<file path="config.mk">
export PLATFORM = sky130hd
export DESIGN_NAME = fcps_flash_ctrl
export DESIGN_NICKNAME = d
export VERILOG_FILES = /design/src/hdl/fcps_flash_ctrl.v
export VERILOG_INCLUDE_DIRS = /design/src /design/src/hdl
export SDC_FILE = /design/constraint.sdc
export NUM_CORES = 1
export LEC_CHECK = 0
export ABC_AREA = 1
export BUFFER_PORTS_ARGS = -buffer_cell sky130_fd_sc_hd__buf_2
export CORE_MARGIN = 5
export CORE_UTILIZATION = 25
export CTS_BUF_LIST = sky130_fd_sc_hd__clkbuf_8
export DETAILED_ROUTE_END_ITERATION = 10
export SYNTH_ARGS = -nofsm -noshare
export SYNTH_HDL_FRONTEND = slang
export SYNTH_SLANG_ARGS = --single-unit
</file>
<file path="constraint.sdc">
create_clock -name clk -period 4.31 [get_ports clk]
set_input_delay 0.431 -clock clk [delete_from_list [all_inputs] [get_ports clk]]
set_output_delay 0.431 -clock clk [all_outputs]
set_load 0.02 [all_outputs]
</file>
<file path="src/hdl/fcps_defines.vh">
`ifndef FCPS_DEFINES_VH
`define FCPS_DEFINES_VH
// register byte addresses on the wishbone slave
`define FCPS_ADR_CONFIG     6'h00
`define FCPS_ADR_PROT       6'h04
`define FCPS_ADR_STATUS     6'h08
`define FCPS_ADR_COMMAND    6'h0c
`define FCPS_ADR_DIVIDER    6'h10
`define FCPS_ADR_SECURITY   6'h14
`define FCPS_ADR_KEY        6'h18
// field positions
`define FCPS_CFG_KEYWEN     5
`define FCPS_ST_CBEF        7
`define FCPS_ST_CCF         6
`define FCPS_ST_PVIOL       5
`define FCPS_ST_ACCERR      4
`define FCPS_ST_BLANK       2
`define FCPS_PROT_DIS       0
// command codes
`define FCPS_CMD_BLANK      8'h05
`define FCPS_CMD_BYTE       8'h20
`define FCPS_CMD_BURST      8'h25
`define FCPS_CMD_PAGE       8'h40
`define FCPS_CMD_MASS       8'h41
// security codes
`define FCPS_SEC_UNSECURE   2'h2
`define FCPS_SEC_SECURE     2'h3
// key window and array geometry
`define FCPS_KEY_BASE       16'hffb0
`define FCPS_KEY_TOP        16'hffb7
`define FCPS_FLASH_BASE     16'hf000
`define FCPS_PAGE_BYTES     16'h0200
`define FCPS_FPS_STEP       16'h0200
// array operation time in flash clock pulses
`define FCPS_OP_PULSES      8'h04
`endif

</file>
<file path="src/hdl/fcps_flash_ctrl.v">
// Our own choices: the address map and the Wishbone register port.
`timescale 1ns/100ps
`include "fcps_defines.vh"
module fcps_flash_ctrl (
  input  wire        clk,
  input  wire        rst_n,
  input  wire [5:0]  wb_adr_i,
  input  wire [31:0] wb_dat_i,
  input  wire [3:0]  wb_sel_i,
  input  wire        wb_we_i,
  input  wire        wb_cyc_i,
  input  wire        wb_stb_i,
  output reg  [31:0] wb_dat_o,
  output reg         wb_ack_o,
  input  wire [7:0]  nonvolatile_protection_byte,
  input  wire [63:0] backdoor_key_value,
  input  wire        debug_prot_we,
  input  wire [7:0]  debug_prot_data,
  input  wire        stop_request,
  input  wire        array_blank,
  output reg         array_busy,
  output reg  [7:0]  array_command,
  output reg  [15:0] array_addr,
  output reg  [7:0]  array_data,
  output reg  [1:0]  security_state_code
);
  // one-hot sequencer states: idle waits for a launch, addr hands the
  // buffer to the array, run counts flash clock pulses
  localparam ST_IDLE = 3'b001;
  localparam ST_ADDR = 3'b010;
  localparam ST_RUN  = 3'b100;

  // software visible registers
  reg  [7:0]  flash_config;
  reg  [7:0]  protection_register;
  reg  [7:0]  command_register;
  reg  [7:0]  clock_divider_register;
  reg         divider_written;

  // status flags
  reg         buffer_empty_flag;
  reg         protection_violation_flag;
  reg         access_error_flag;
  reg         blank_flag;

  // sequencer state and the array write waiting for a launch
  reg  [2:0]  state;
  reg  [15:0] pend_addr;
  reg  [7:0]  pend_data;
  reg         pend_valid;

  // one-deep command buffer, filled at launch, emptied into the array
  reg         buf_valid;
  reg  [7:0]  buf_cmd;
  reg  [15:0] buf_addr;
  reg  [7:0]  buf_data;
  reg  [7:0]  run_cnt;

  // comparison key capture
  reg  [63:0] key_shift;
  reg  [3:0]  key_count;

  // reset load, flash clock divider and last array port address
  reg         prot_loaded;
  reg  [7:0]  scale_cnt;
  reg  [5:0]  div_cnt;
  reg  [15:0] win_addr;

  // bus requests are taken only while ack is low, so a held cycle acts once;
  // writes without byte lane 0 are acknowledged but change nothing
  wire wr_req = wb_cyc_i & wb_stb_i & wb_we_i & ~wb_ack_o & wb_sel_i[0];
  wire rd_req = wb_cyc_i & wb_stb_i & ~wb_we_i & ~wb_ack_o;
  wire [7:0] wdat = wb_dat_i[7:0];
  wire prot_disabled = protection_register[`FCPS_PROT_DIS];
  wire command_complete_flag = buffer_empty_flag & (state == ST_IDLE);

  // status byte as software reads it; bits 3, 1 and 0 read zero
  wire [7:0] status_byte = {
    buffer_empty_flag,
    command_complete_flag,
    protection_violation_flag,
    access_error_flag,
    1'b0,
    blank_flag,
    2'b00
  };

  // lowest protected byte address for a protection value; each step of the
  // select field moves the floor by one 512-byte page
  function [15:0] prot_floor;
    input [7:0] p;
    begin
      prot_floor = `FCPS_FLASH_BASE + {p[7:1], 9'h000} + `FCPS_FPS_STEP;
    end
  endfunction

  // command code legality: only the five defined codes may reach the array
  function cmd_legal;
    input [7:0] c;
    begin
      cmd_legal = (c == `FCPS_CMD_BLANK) | (c == `FCPS_CMD_BYTE) |
                  (c == `FCPS_CMD_BURST) | (c == `FCPS_CMD_PAGE) |
                  (c == `FCPS_CMD_MASS);
    end
  endfunction

  // the address window written through the key register data word; the
  // window test uses the address carried in the data, since the bus
  // address only selects the port
  wire [15:0] key_adr = wb_dat_i[23:8];
  wire key_window = (key_adr >= `FCPS_KEY_BASE) && (key_adr <= `FCPS_KEY_TOP);
  wire arr_write = wr_req && (wb_adr_i == `FCPS_ADR_KEY);

  // protection check on the pending target: mass erase touches the
  // protected block whenever protection is on, and a page erase is
  // refused if any byte of its page lies at or above the floor
  wire hits_prot = ~prot_disabled &&
                   ((command_register == `FCPS_CMD_MASS) ||
                    (pend_addr >= prot_floor(protection_register)) ||
                    ((command_register == `FCPS_CMD_PAGE) &&
                     (pend_addr + `FCPS_PAGE_BYTES > prot_floor(protection_register))));
  wire is_program = (command_register == `FCPS_CMD_BYTE) |
                    (command_register == `FCPS_CMD_BURST) |
                    (command_register == `FCPS_CMD_PAGE) |
                    (command_register == `FCPS_CMD_MASS);
  wire launch_wr = wr_req && (wb_adr_i == `FCPS_ADR_STATUS) && wdat[`FCPS_ST_CBEF] &&
                   buffer_empty_flag;

  // launch decisions: errors already standing block everything; a missing
  // array write, an unknown code, an unset divider on a program or erase code, or a
  // busy array not chaining a burst onto a burst is an access error; only when none of those hold does the protection check
  // get to raise a violation, so one launch never sets both flags at once
  wire launch_ok   = launch_wr && ~access_error_flag && ~protection_violation_flag &&
                     pend_valid && cmd_legal(command_register) &&
                     ~(is_program && ~divider_written) && ~hits_prot &&
                     ((state == ST_IDLE) || (command_register == `FCPS_CMD_BURST &&
                      array_command == `FCPS_CMD_BURST));
  wire launch_acc  = launch_wr && ~access_error_flag && ~protection_violation_flag &&
                     (~pend_valid || ~cmd_legal(command_register) ||
                      (is_program && ~divider_written) ||
                      ((state != ST_IDLE) && ~(command_register == `FCPS_CMD_BURST &&
                       array_command == `FCPS_CMD_BURST)));
  wire launch_viol = launch_wr && ~access_error_flag && ~protection_violation_flag &&
                     ~launch_acc && hits_prot;

  // flash clock pulse from the divider register; bit 6 adds a divide by
  // eight ahead of the six-bit divider, so the pulse comes every (div + 1)
  // or 8 * (div + 1) bus cycles; array steps count these pulses
  wire fclk_tick = (div_cnt == clock_divider_register[5:0]) &&
                   (~clock_divider_register[6] || scale_cnt[2:0] == 3'h7);
  always @(posedge clk or negedge rst_n) begin
    if (!rst_n) begin
      div_cnt   <= 6'h00;
      scale_cnt <= 8'h00;
    end else begin
      scale_cnt <= scale_cnt + 8'h01;
      if (~clock_divider_register[6] || scale_cnt[2:0] == 3'h7) begin
        div_cnt <= fclk_tick ? 6'h00 : div_cnt + 6'h01;
      end
    end
  end

  // software registers, protection and key capture
  // the protection copy happens on the first edge after reset, so only a read
  // answered on that edge sees 8'h00 instead of the nonvolatile byte; after that the
  // debug port outranks software, and a grow-only check guards software
  // writes while protection is on
  always @(posedge clk or negedge rst_n) begin
    if (!rst_n) begin
      flash_config           <= 8'h00;
      protection_register    <= 8'h00;
      prot_loaded            <= 1'b0;
      command_register       <= 8'h00;
      clock_divider_register <= 8'h00;
      divider_written        <= 1'b0;
      pend_valid             <= 1'b0;
      pend_addr              <= 16'h0000;
      pend_data              <= 8'h00;
      key_shift              <= 64'h0;
      key_count              <= 4'h0;
      win_addr               <= 16'h0000;
    end else begin
      if (!prot_loaded) begin
        protection_register <= nonvolatile_protection_byte;
        prot_loaded         <= 1'b1;
      end else if (debug_prot_we) begin
        protection_register <= debug_prot_data;
      end else if (wr_req && wb_adr_i == `FCPS_ADR_PROT) begin
        if (prot_disabled) begin
          protection_register <= wdat;
        end else if (prot_floor(wdat) < prot_floor(protection_register)) begin
          protection_register <= {wdat[7:1], 1'b0};
        end
      end
      if (wr_req && wb_adr_i == `FCPS_ADR_CONFIG) begin
        flash_config <= wdat & 8'h20;
      end
      // the divider takes one write only, so a runaway program cannot
      // retune the flash clock in the middle of an operation
      if (wr_req && wb_adr_i == `FCPS_ADR_DIVIDER && !divider_written) begin
        clock_divider_register <= wdat & 8'h7f;
        divider_written        <= 1'b1;
      end
      // the code cannot change under a buffered burst
      if (wr_req && wb_adr_i == `FCPS_ADR_COMMAND && buffer_empty_flag) begin
        command_register <= wdat;
      end
      // the array port doubles as the key port: with key writes on, window
      // bytes shift into the comparison key and never reach the command
      // path; otherwise, with the command buffer empty, the byte and address wait for a launch
      if (arr_write) begin
        win_addr <= key_adr;
        if (flash_config[`FCPS_CFG_KEYWEN] && key_window) begin
          key_shift <= {key_shift[55:0], wdat};
          key_count <= (key_count == 4'h8) ? 4'h1 : key_count + 4'h1;
        end else if (buffer_empty_flag) begin
          pend_addr  <= key_adr;
          pend_data  <= wdat;
          pend_valid <= 1'b1;
        end
      end
      if (launch_wr) begin
        pend_valid <= 1'b0;
      end
      if (key_count == 4'h8) begin
        key_count <= 4'h0;
      end
    end
  end

  // status flags, command buffer and array sequencing
  always @(posedge clk or negedge rst_n) begin
    if (!rst_n) begin
      buffer_empty_flag         <= 1'b1;
      protection_violation_flag <= 1'b0;
      access_error_flag         <= 1'b0;
      blank_flag                <= 1'b0;
      state                     <= ST_IDLE;
      buf_valid                 <= 1'b0;
      buf_cmd                   <= 8'h00;
      buf_addr                  <= 16'h0000;
      buf_data                  <= 8'h00;
      run_cnt                   <= 8'h00;
      array_busy                <= 1'b0;
      array_command             <= 8'h00;
      array_addr                <= 16'h0000;
      array_data                <= 8'h00;
      security_state_code       <= `FCPS_SEC_SECURE;
    end else begin
      // write 1 clears; a new event in the same cycle wins, because the
      // set assignments below come later in the process and override
      // write 1 clears; a new event in the same cycle wins
      if (wr_req && wb_adr_i == `FCPS_ADR_STATUS) begin
        if (wdat[`FCPS_ST_PVIOL]) protection_violation_flag <= 1'b0;
        if (wdat[`FCPS_ST_ACCERR]) access_error_flag <= 1'b0;
      end
      if (launch_viol) begin
        protection_violation_flag <= 1'b1;
      end
      if (launch_acc || (stop_request && state != ST_IDLE)) begin
        access_error_flag <= 1'b1;
      end
      if (arr_write && ~buffer_empty_flag) begin
        access_error_flag <= 1'b1;
      end
      // eight key bytes in a row are compared once; a match leaves the part
      // unsecured until the next reset
      if (key_count == 4'h8 && key_shift == backdoor_key_value) begin
        security_state_code <= `FCPS_SEC_UNSECURE;
      end
      if (launch_ok) begin
        blank_flag        <= 1'b0;
        buffer_empty_flag <= 1'b0;
        buf_valid         <= 1'b1;
        buf_cmd           <= command_register;
        buf_addr          <= pend_addr;
        buf_data          <= pend_data;
      end
      case (state)
        ST_IDLE: begin
          if (buf_valid) begin
            state <= ST_ADDR;
          end
        end
        ST_ADDR: begin
          // buffer moves into the array, freeing it for a burst
          array_busy        <= 1'b1;
          array_command     <= buf_cmd;
          array_addr        <= buf_addr;
          array_data        <= buf_data;
          buf_valid         <= 1'b0;
          buffer_empty_flag <= 1'b1;
          run_cnt           <= `FCPS_OP_PULSES;
          state             <= ST_RUN;
        end
        ST_RUN: begin
          // stop entry abandons the operation at once; the access error is
          // raised above, so software learns the array state is unknown
          if (stop_request) begin
            array_busy <= 1'b0;
            state      <= ST_IDLE;
          end else if (fclk_tick) begin
            if (run_cnt == 8'h01) begin
              array_busy <= 1'b0;
              state      <= ST_IDLE;
              if (array_command == `FCPS_CMD_BLANK && array_blank) begin
                blank_flag          <= 1'b1;
                security_state_code <= `FCPS_SEC_UNSECURE;
              end
            end else begin
              run_cnt <= run_cnt - 8'h01;
            end
          end
          // a burst byte already waiting goes straight into the array without
          // passing through idle, so the complete flag stays low between bytes
          if (buf_valid && run_cnt == 8'h01 && fclk_tick) begin
            state <= ST_ADDR; // burst continues back to back
          end
        end
        default: begin
          state <= ST_IDLE;
        end
      endcase
      if (launch_ok && state == ST_IDLE) begin
        state <= ST_ADDR;
      end
    end
  end

  // wishbone answer, one wait-free cycle after the request
  // every request, mapped or not, is answered on the next edge; read data
  // is registered with ack and cleared otherwise, so it is zero between
  // reads and stands only in the ack cycle
  always @(posedge clk or negedge rst_n) begin
    if (!rst_n) begin
      wb_ack_o <= 1'b0;
      wb_dat_o <= 32'h0;
    end else begin
      wb_ack_o <= (wr_req | rd_req | (wb_cyc_i & wb_stb_i & wb_we_i & ~wb_ack_o));
      wb_dat_o <= 32'h0;
      if (rd_req) begin
        case (wb_adr_i)
          `FCPS_ADR_CONFIG:   wb_dat_o <= {24'h0, flash_config};
          `FCPS_ADR_PROT:     wb_dat_o <= {24'h0, protection_register};
          `FCPS_ADR_STATUS:   wb_dat_o <= {24'h0, status_byte};
          `FCPS_ADR_COMMAND:  wb_dat_o <= {24'h0, command_register};
          `FCPS_ADR_DIVIDER:  wb_dat_o <= {24'h0, divider_written,
                                           clock_divider_register[6:0]};
          `FCPS_ADR_SECURITY: wb_dat_o <= {30'h0, security_state_code};
          `FCPS_ADR_KEY:      wb_dat_o <= {8'h0, win_addr, 8'h00};
          default:            wb_dat_o <= 32'h0;
        endcase
      end
    end
  end
endmodule // fcps_flash_ctrl

</file>
==> summary.md <==
| Metric | Value |
|---|---|
| Fill count | 5106 |
| Worst hold path class | primary input to flip-flop |
| Synth top cells by count | 450 x nand2_1, 248 x dfrtp_1, 146 x inv_1, 123 x o21ai_0, 77 x nand3_1 |
| Clock skew | 0.02061 ns |
| Main synth FF type | dfrtp_1 |
| Overflow after GRT | 0 |
| Num Clock Sinks | 252 |
| Post-synth ARST share | 1.000 |
| Total Routing Usage GR | 0.1301 |
| Most common cell in the synthesized netlist | nand2_1 |
| Internal | 3973 µW |
| Buffers on Ports | 178 |
| Area grow syn2layout | 20.42% |
| Post-DR wirelength/cell | 15.52 µm |
| Total of max-cap violations | 0 |
| Finished Cell Area | 0.01448 mm² |
| Die width | 229.3 µm |
| CTS clk-pin slew, worst paths | 0.06 ns |
| Net Sw Frac | 0.2904 |
| Worst Setup Slack, final | 0.9646 ns |
| Met2 Use GR | 0.2019 |
| FF-to-FF End | buf_cmd[4]$_DFFE_PN0P_ |
| Pins Over Slew Limit | 0 |
| Outcome | completed |
| Initial antenna violation count | 10 |
| Setup WS pre-CTS | 0.9387 ns |
| Static Leak | 0.007461 µW |
| Worst VDD drop | 0.0001837 V |
| FF-to-FF setup slack | 0.96 ns |
| Cell Area, Synth | 0.01203 mm² |
| Number of synthesized register bits | 252 |
| Die Area | 0.05259 mm² |
| Worst slew pin tran | 0.8966 ns |
| EDFF count, synth | 0 |
| Post-route antenna net violation count | 0 |
| Synth area leader | dfrtp_1 |
| Crit path to | buf_cmd[4]$_DFFE_PN0P_ |
| Vias in the first global route | 10.04k |
| Post-place instance area | 0.01356 mm² |
| Residual DRC count | 0 |
| Layout net count | 1776 |
| DPL Wire Length | 26.21 mm |
| Post-CTS setup buffers | 0 |
| Reg2reg path depth | 17 |
| Syn Area/Cell | 8.416 µm² |
| Unrepaired setup endpoints after global routing | false |
| I/O pin count | 198 |
| Placer congestion estimate | 0.9021 |
| # H-tree levels | 2 |
| Routed WL | 35.31 mm |
| Yosys warns | 0 |
| Hold Violations, Final | 0 |
| Setup TNS | 0 ns |
| Largest net degree at the start of global routing | 109 |
| Clock power share | 0.394 |
| Post-layout total power | 5599 µW |
| CP max-delay cell | dfrtp_1 |
| Clock Tree Root | clkbuf_8 |
| Minimum clock period | 3.345 ns |
| First-pass GRT wire length | 55.65 mm |
| Crit path max fanout | 32 |
| WHS | 0.08841 ns |
| Layout cells sized above 1 | 0.1730 |
| Setup violators final | 0 |
| Post-Syn Instances | 1429 |
| Vias/cell | 4.482 |
| CP peak stage delay | 0.49 ns |
| Register area | 0.006311 mm² |
| RR Startpoint | protection_register[1]$_DFFE_PN0P_ |
| CP startpoint | protection_register[1]$_DFFE_PN0P_ |
| Die H | 229.3 µm |
| Critical Path RT | 4.75 ns |
| Worst-Skew Late Latency | 0.57 ns |
| Worst path cell trace | ha_1 > xnor2_1 > ha_1 > nand2_1 > inv_1 > o21ai_0 > nand3_1 > nand2_1 > inv_1 > o22ai_1 > nand2_1 > a21oi_1 > nand2_2 > nand2_4 > nand2_2 > inv_1 > nor2_1 |
| Reg power frac | 0.457 |
| Met3 Usage GRT | 0.02564 |
| Busiest metal layer after global routing | met2 |
| TritonCTS buffer count | 44 |
| Final period util | 0.7762 |
| Drt pass-1 iters | 5 |
| Cell Pwr Density | 386.6 mW/mm² |
| Seq/Total Area, Yosys | 0.5248 |
| Area of the multi-input gates | 0.004910 mm² |
| Comb pwr share | 0.149 |
| Sw Pwr | 1626 µW |
| Largest cells by area after synthesis | dfrtp_1 52%, nand2_1 14%, o21ai_0 5.1% |
| Total number of vias | 10.20k |
| CTS tree | built |
| Crit end category | flip-flop |
| Arr. time, crit path | 3.79 ns |
| Std-Cell Rows | 80 |
| Violation count after the first detailed-route iteration | 673 |
| Clock Path Buffers | 3 |
| Met1 Use GR | 0.1789 |
| Fmax | 0.2989 GHz |
| Top cell type's share of synthesized area | 0.5160 |
| WS Path Type | flip-flop to flip-flop |
| Critical Path Start Type | flip-flop |
| Core area | 0.04765 mm² |
| Post-synth cell types | 56 |
| Worst slew margin | 0.4023 |
| Initial Util | 0.2524 |
-- what timing repair did --
item,in CTS,in global routing
hold buffers,1,0
endpoints found under the hold margin,96,0
resized for setup,0,0
-- routing by layer --
layer / vias to the layer above / routed length (µm)
met5: - / 18
met4: 4 / 1214
met3: 78 / 1912
met2: 282 / 15970
met1: 4841 / 16200
li1: 4991 / -
-- power by group through the flow --
stage / Clock, µW / Sequential (µW) / Combinational, µW
6_report: 2200 / 2560 / 837
5_1_grt: 2370 / 2570 / 953
4_1_cts: 2280 / 2560 / 847
3_5_place_dp: 0 / 2600 / 841
3_3_place_gp: 0 / 2590 / 817
2_1_floorplan: 0 / 2600 / 534
-- layout make-up --
| type | instances | share of cell area |
|---|---|---|
| Multi-Input combinational cell | 981 | 0.3390 |
| Timing Repair Buffer | 191 | 0.06998 |
| Sequential cell | 252 | 0.4358 |
| Clock inverter | 22 | 0.008553 |
| Tap cell | 615 | 0.05313 |
| Antenna cell | 7 | 0.001210 |
| Inverter | 151 | 0.03914 |
| Clock buffer | 56 | 0.05322 |
-- worst min path at each step --
stage                                      start                       endpoint  slack, ns  depth (start not counted)
final                               wb_dat_i[10]       pend_addr[2]$_DFFE_PN0P_       0.09                          3
after floorplan                            rst_n  access_error_flag$_DFFE_PN0P_       0.14                          0
after global placement    scale_cnt[0]$_DFF_PN0_         scale_cnt[0]$_DFF_PN0_       0.41                          1
after CTS                           wb_dat_i[10]       pend_addr[2]$_DFFE_PN0P_       0.04                          3
after global routing                wb_dat_i[10]       pend_addr[2]$_DFFE_PN0P_       0.07                          3
after detailed placement  scale_cnt[0]$_DFF_PN0_         scale_cnt[0]$_DFF_PN0_       0.42                          1
-- stage by stage --
step	utilization	instances
after floorplan	-	1436
after global placement	0.2846	2189
after detailed placement	0.2846	2189
after CTS	0.3036	2268
after global routing	0.3039	2273
final	0.3040	2275
-- cells by family (layout without fill, tap and decap cells) --
group / after synthesis / in the layout / synth area share
adders and majority gates: 25 / 25 / 0.02601
muxes: 1 / 1 / 0.0009363
buffers and inverters: 203 / 420 / 0.07022
xor gates and xnor gates: 61 / 61 / 0.04505
DFF: 252 / 252 / 0.5248
other: 2 / 16 / 0.0006245
AOI/OAI and AO/OA: 197 / 197 / 0.09280
and+or+nand+nor: 688 / 688 / 0.2396
-- worst max-delay path, delay by kind of cell, from the launching register on --
family | cells | cell delay [ns]
and+or+nand+nor | 8 | 1.20
adders and majority gates | 2 | 0.58
DFF | 1 | 0.49
buffers and inverters | 3 | 0.34
AOI/OAI and AO/OA | 3 | 0.34
xor gates and xnor gates | 1 | 0.28
-- sequential cells by signal, indices dropped and copies added, names as in the netlist, 2 cells and up --
name                    cells
array_data                  8
command_register            8
run_cnt                     8
buf_cmd                     8
key_shift                  64
pend_addr                  16
buf_data                    8
array_command               8
state                       3
key_count                   4
array_addr                 16
pend_data                   8
buf_addr                   16
scale_cnt                   3
protection_register         8
div_cnt                     6
security_state_code         2
wb_dat_o                   24
clock_divider_register      7
win_addr                   16
-- cell usage in the layout (no fill, tap or decap), types with 7 or more instances in the layout --
cell        n
o21ai_0   123
clkbuf_8   56
ha_1       25
nor2_2      8
buf_4      11
diode_2     7
nor2_1     72
nand4_1    23
dfrtp_1   248
nor3_1     36
inv_1     161
buf_2     177
o22ai_1    10
nand2_1   449
xnor2_1    38
conb_1      9
nand3_1    77
a21oi_1    22
xor2_1     22
Note: power is estimated with default switching activity, not from simulation.
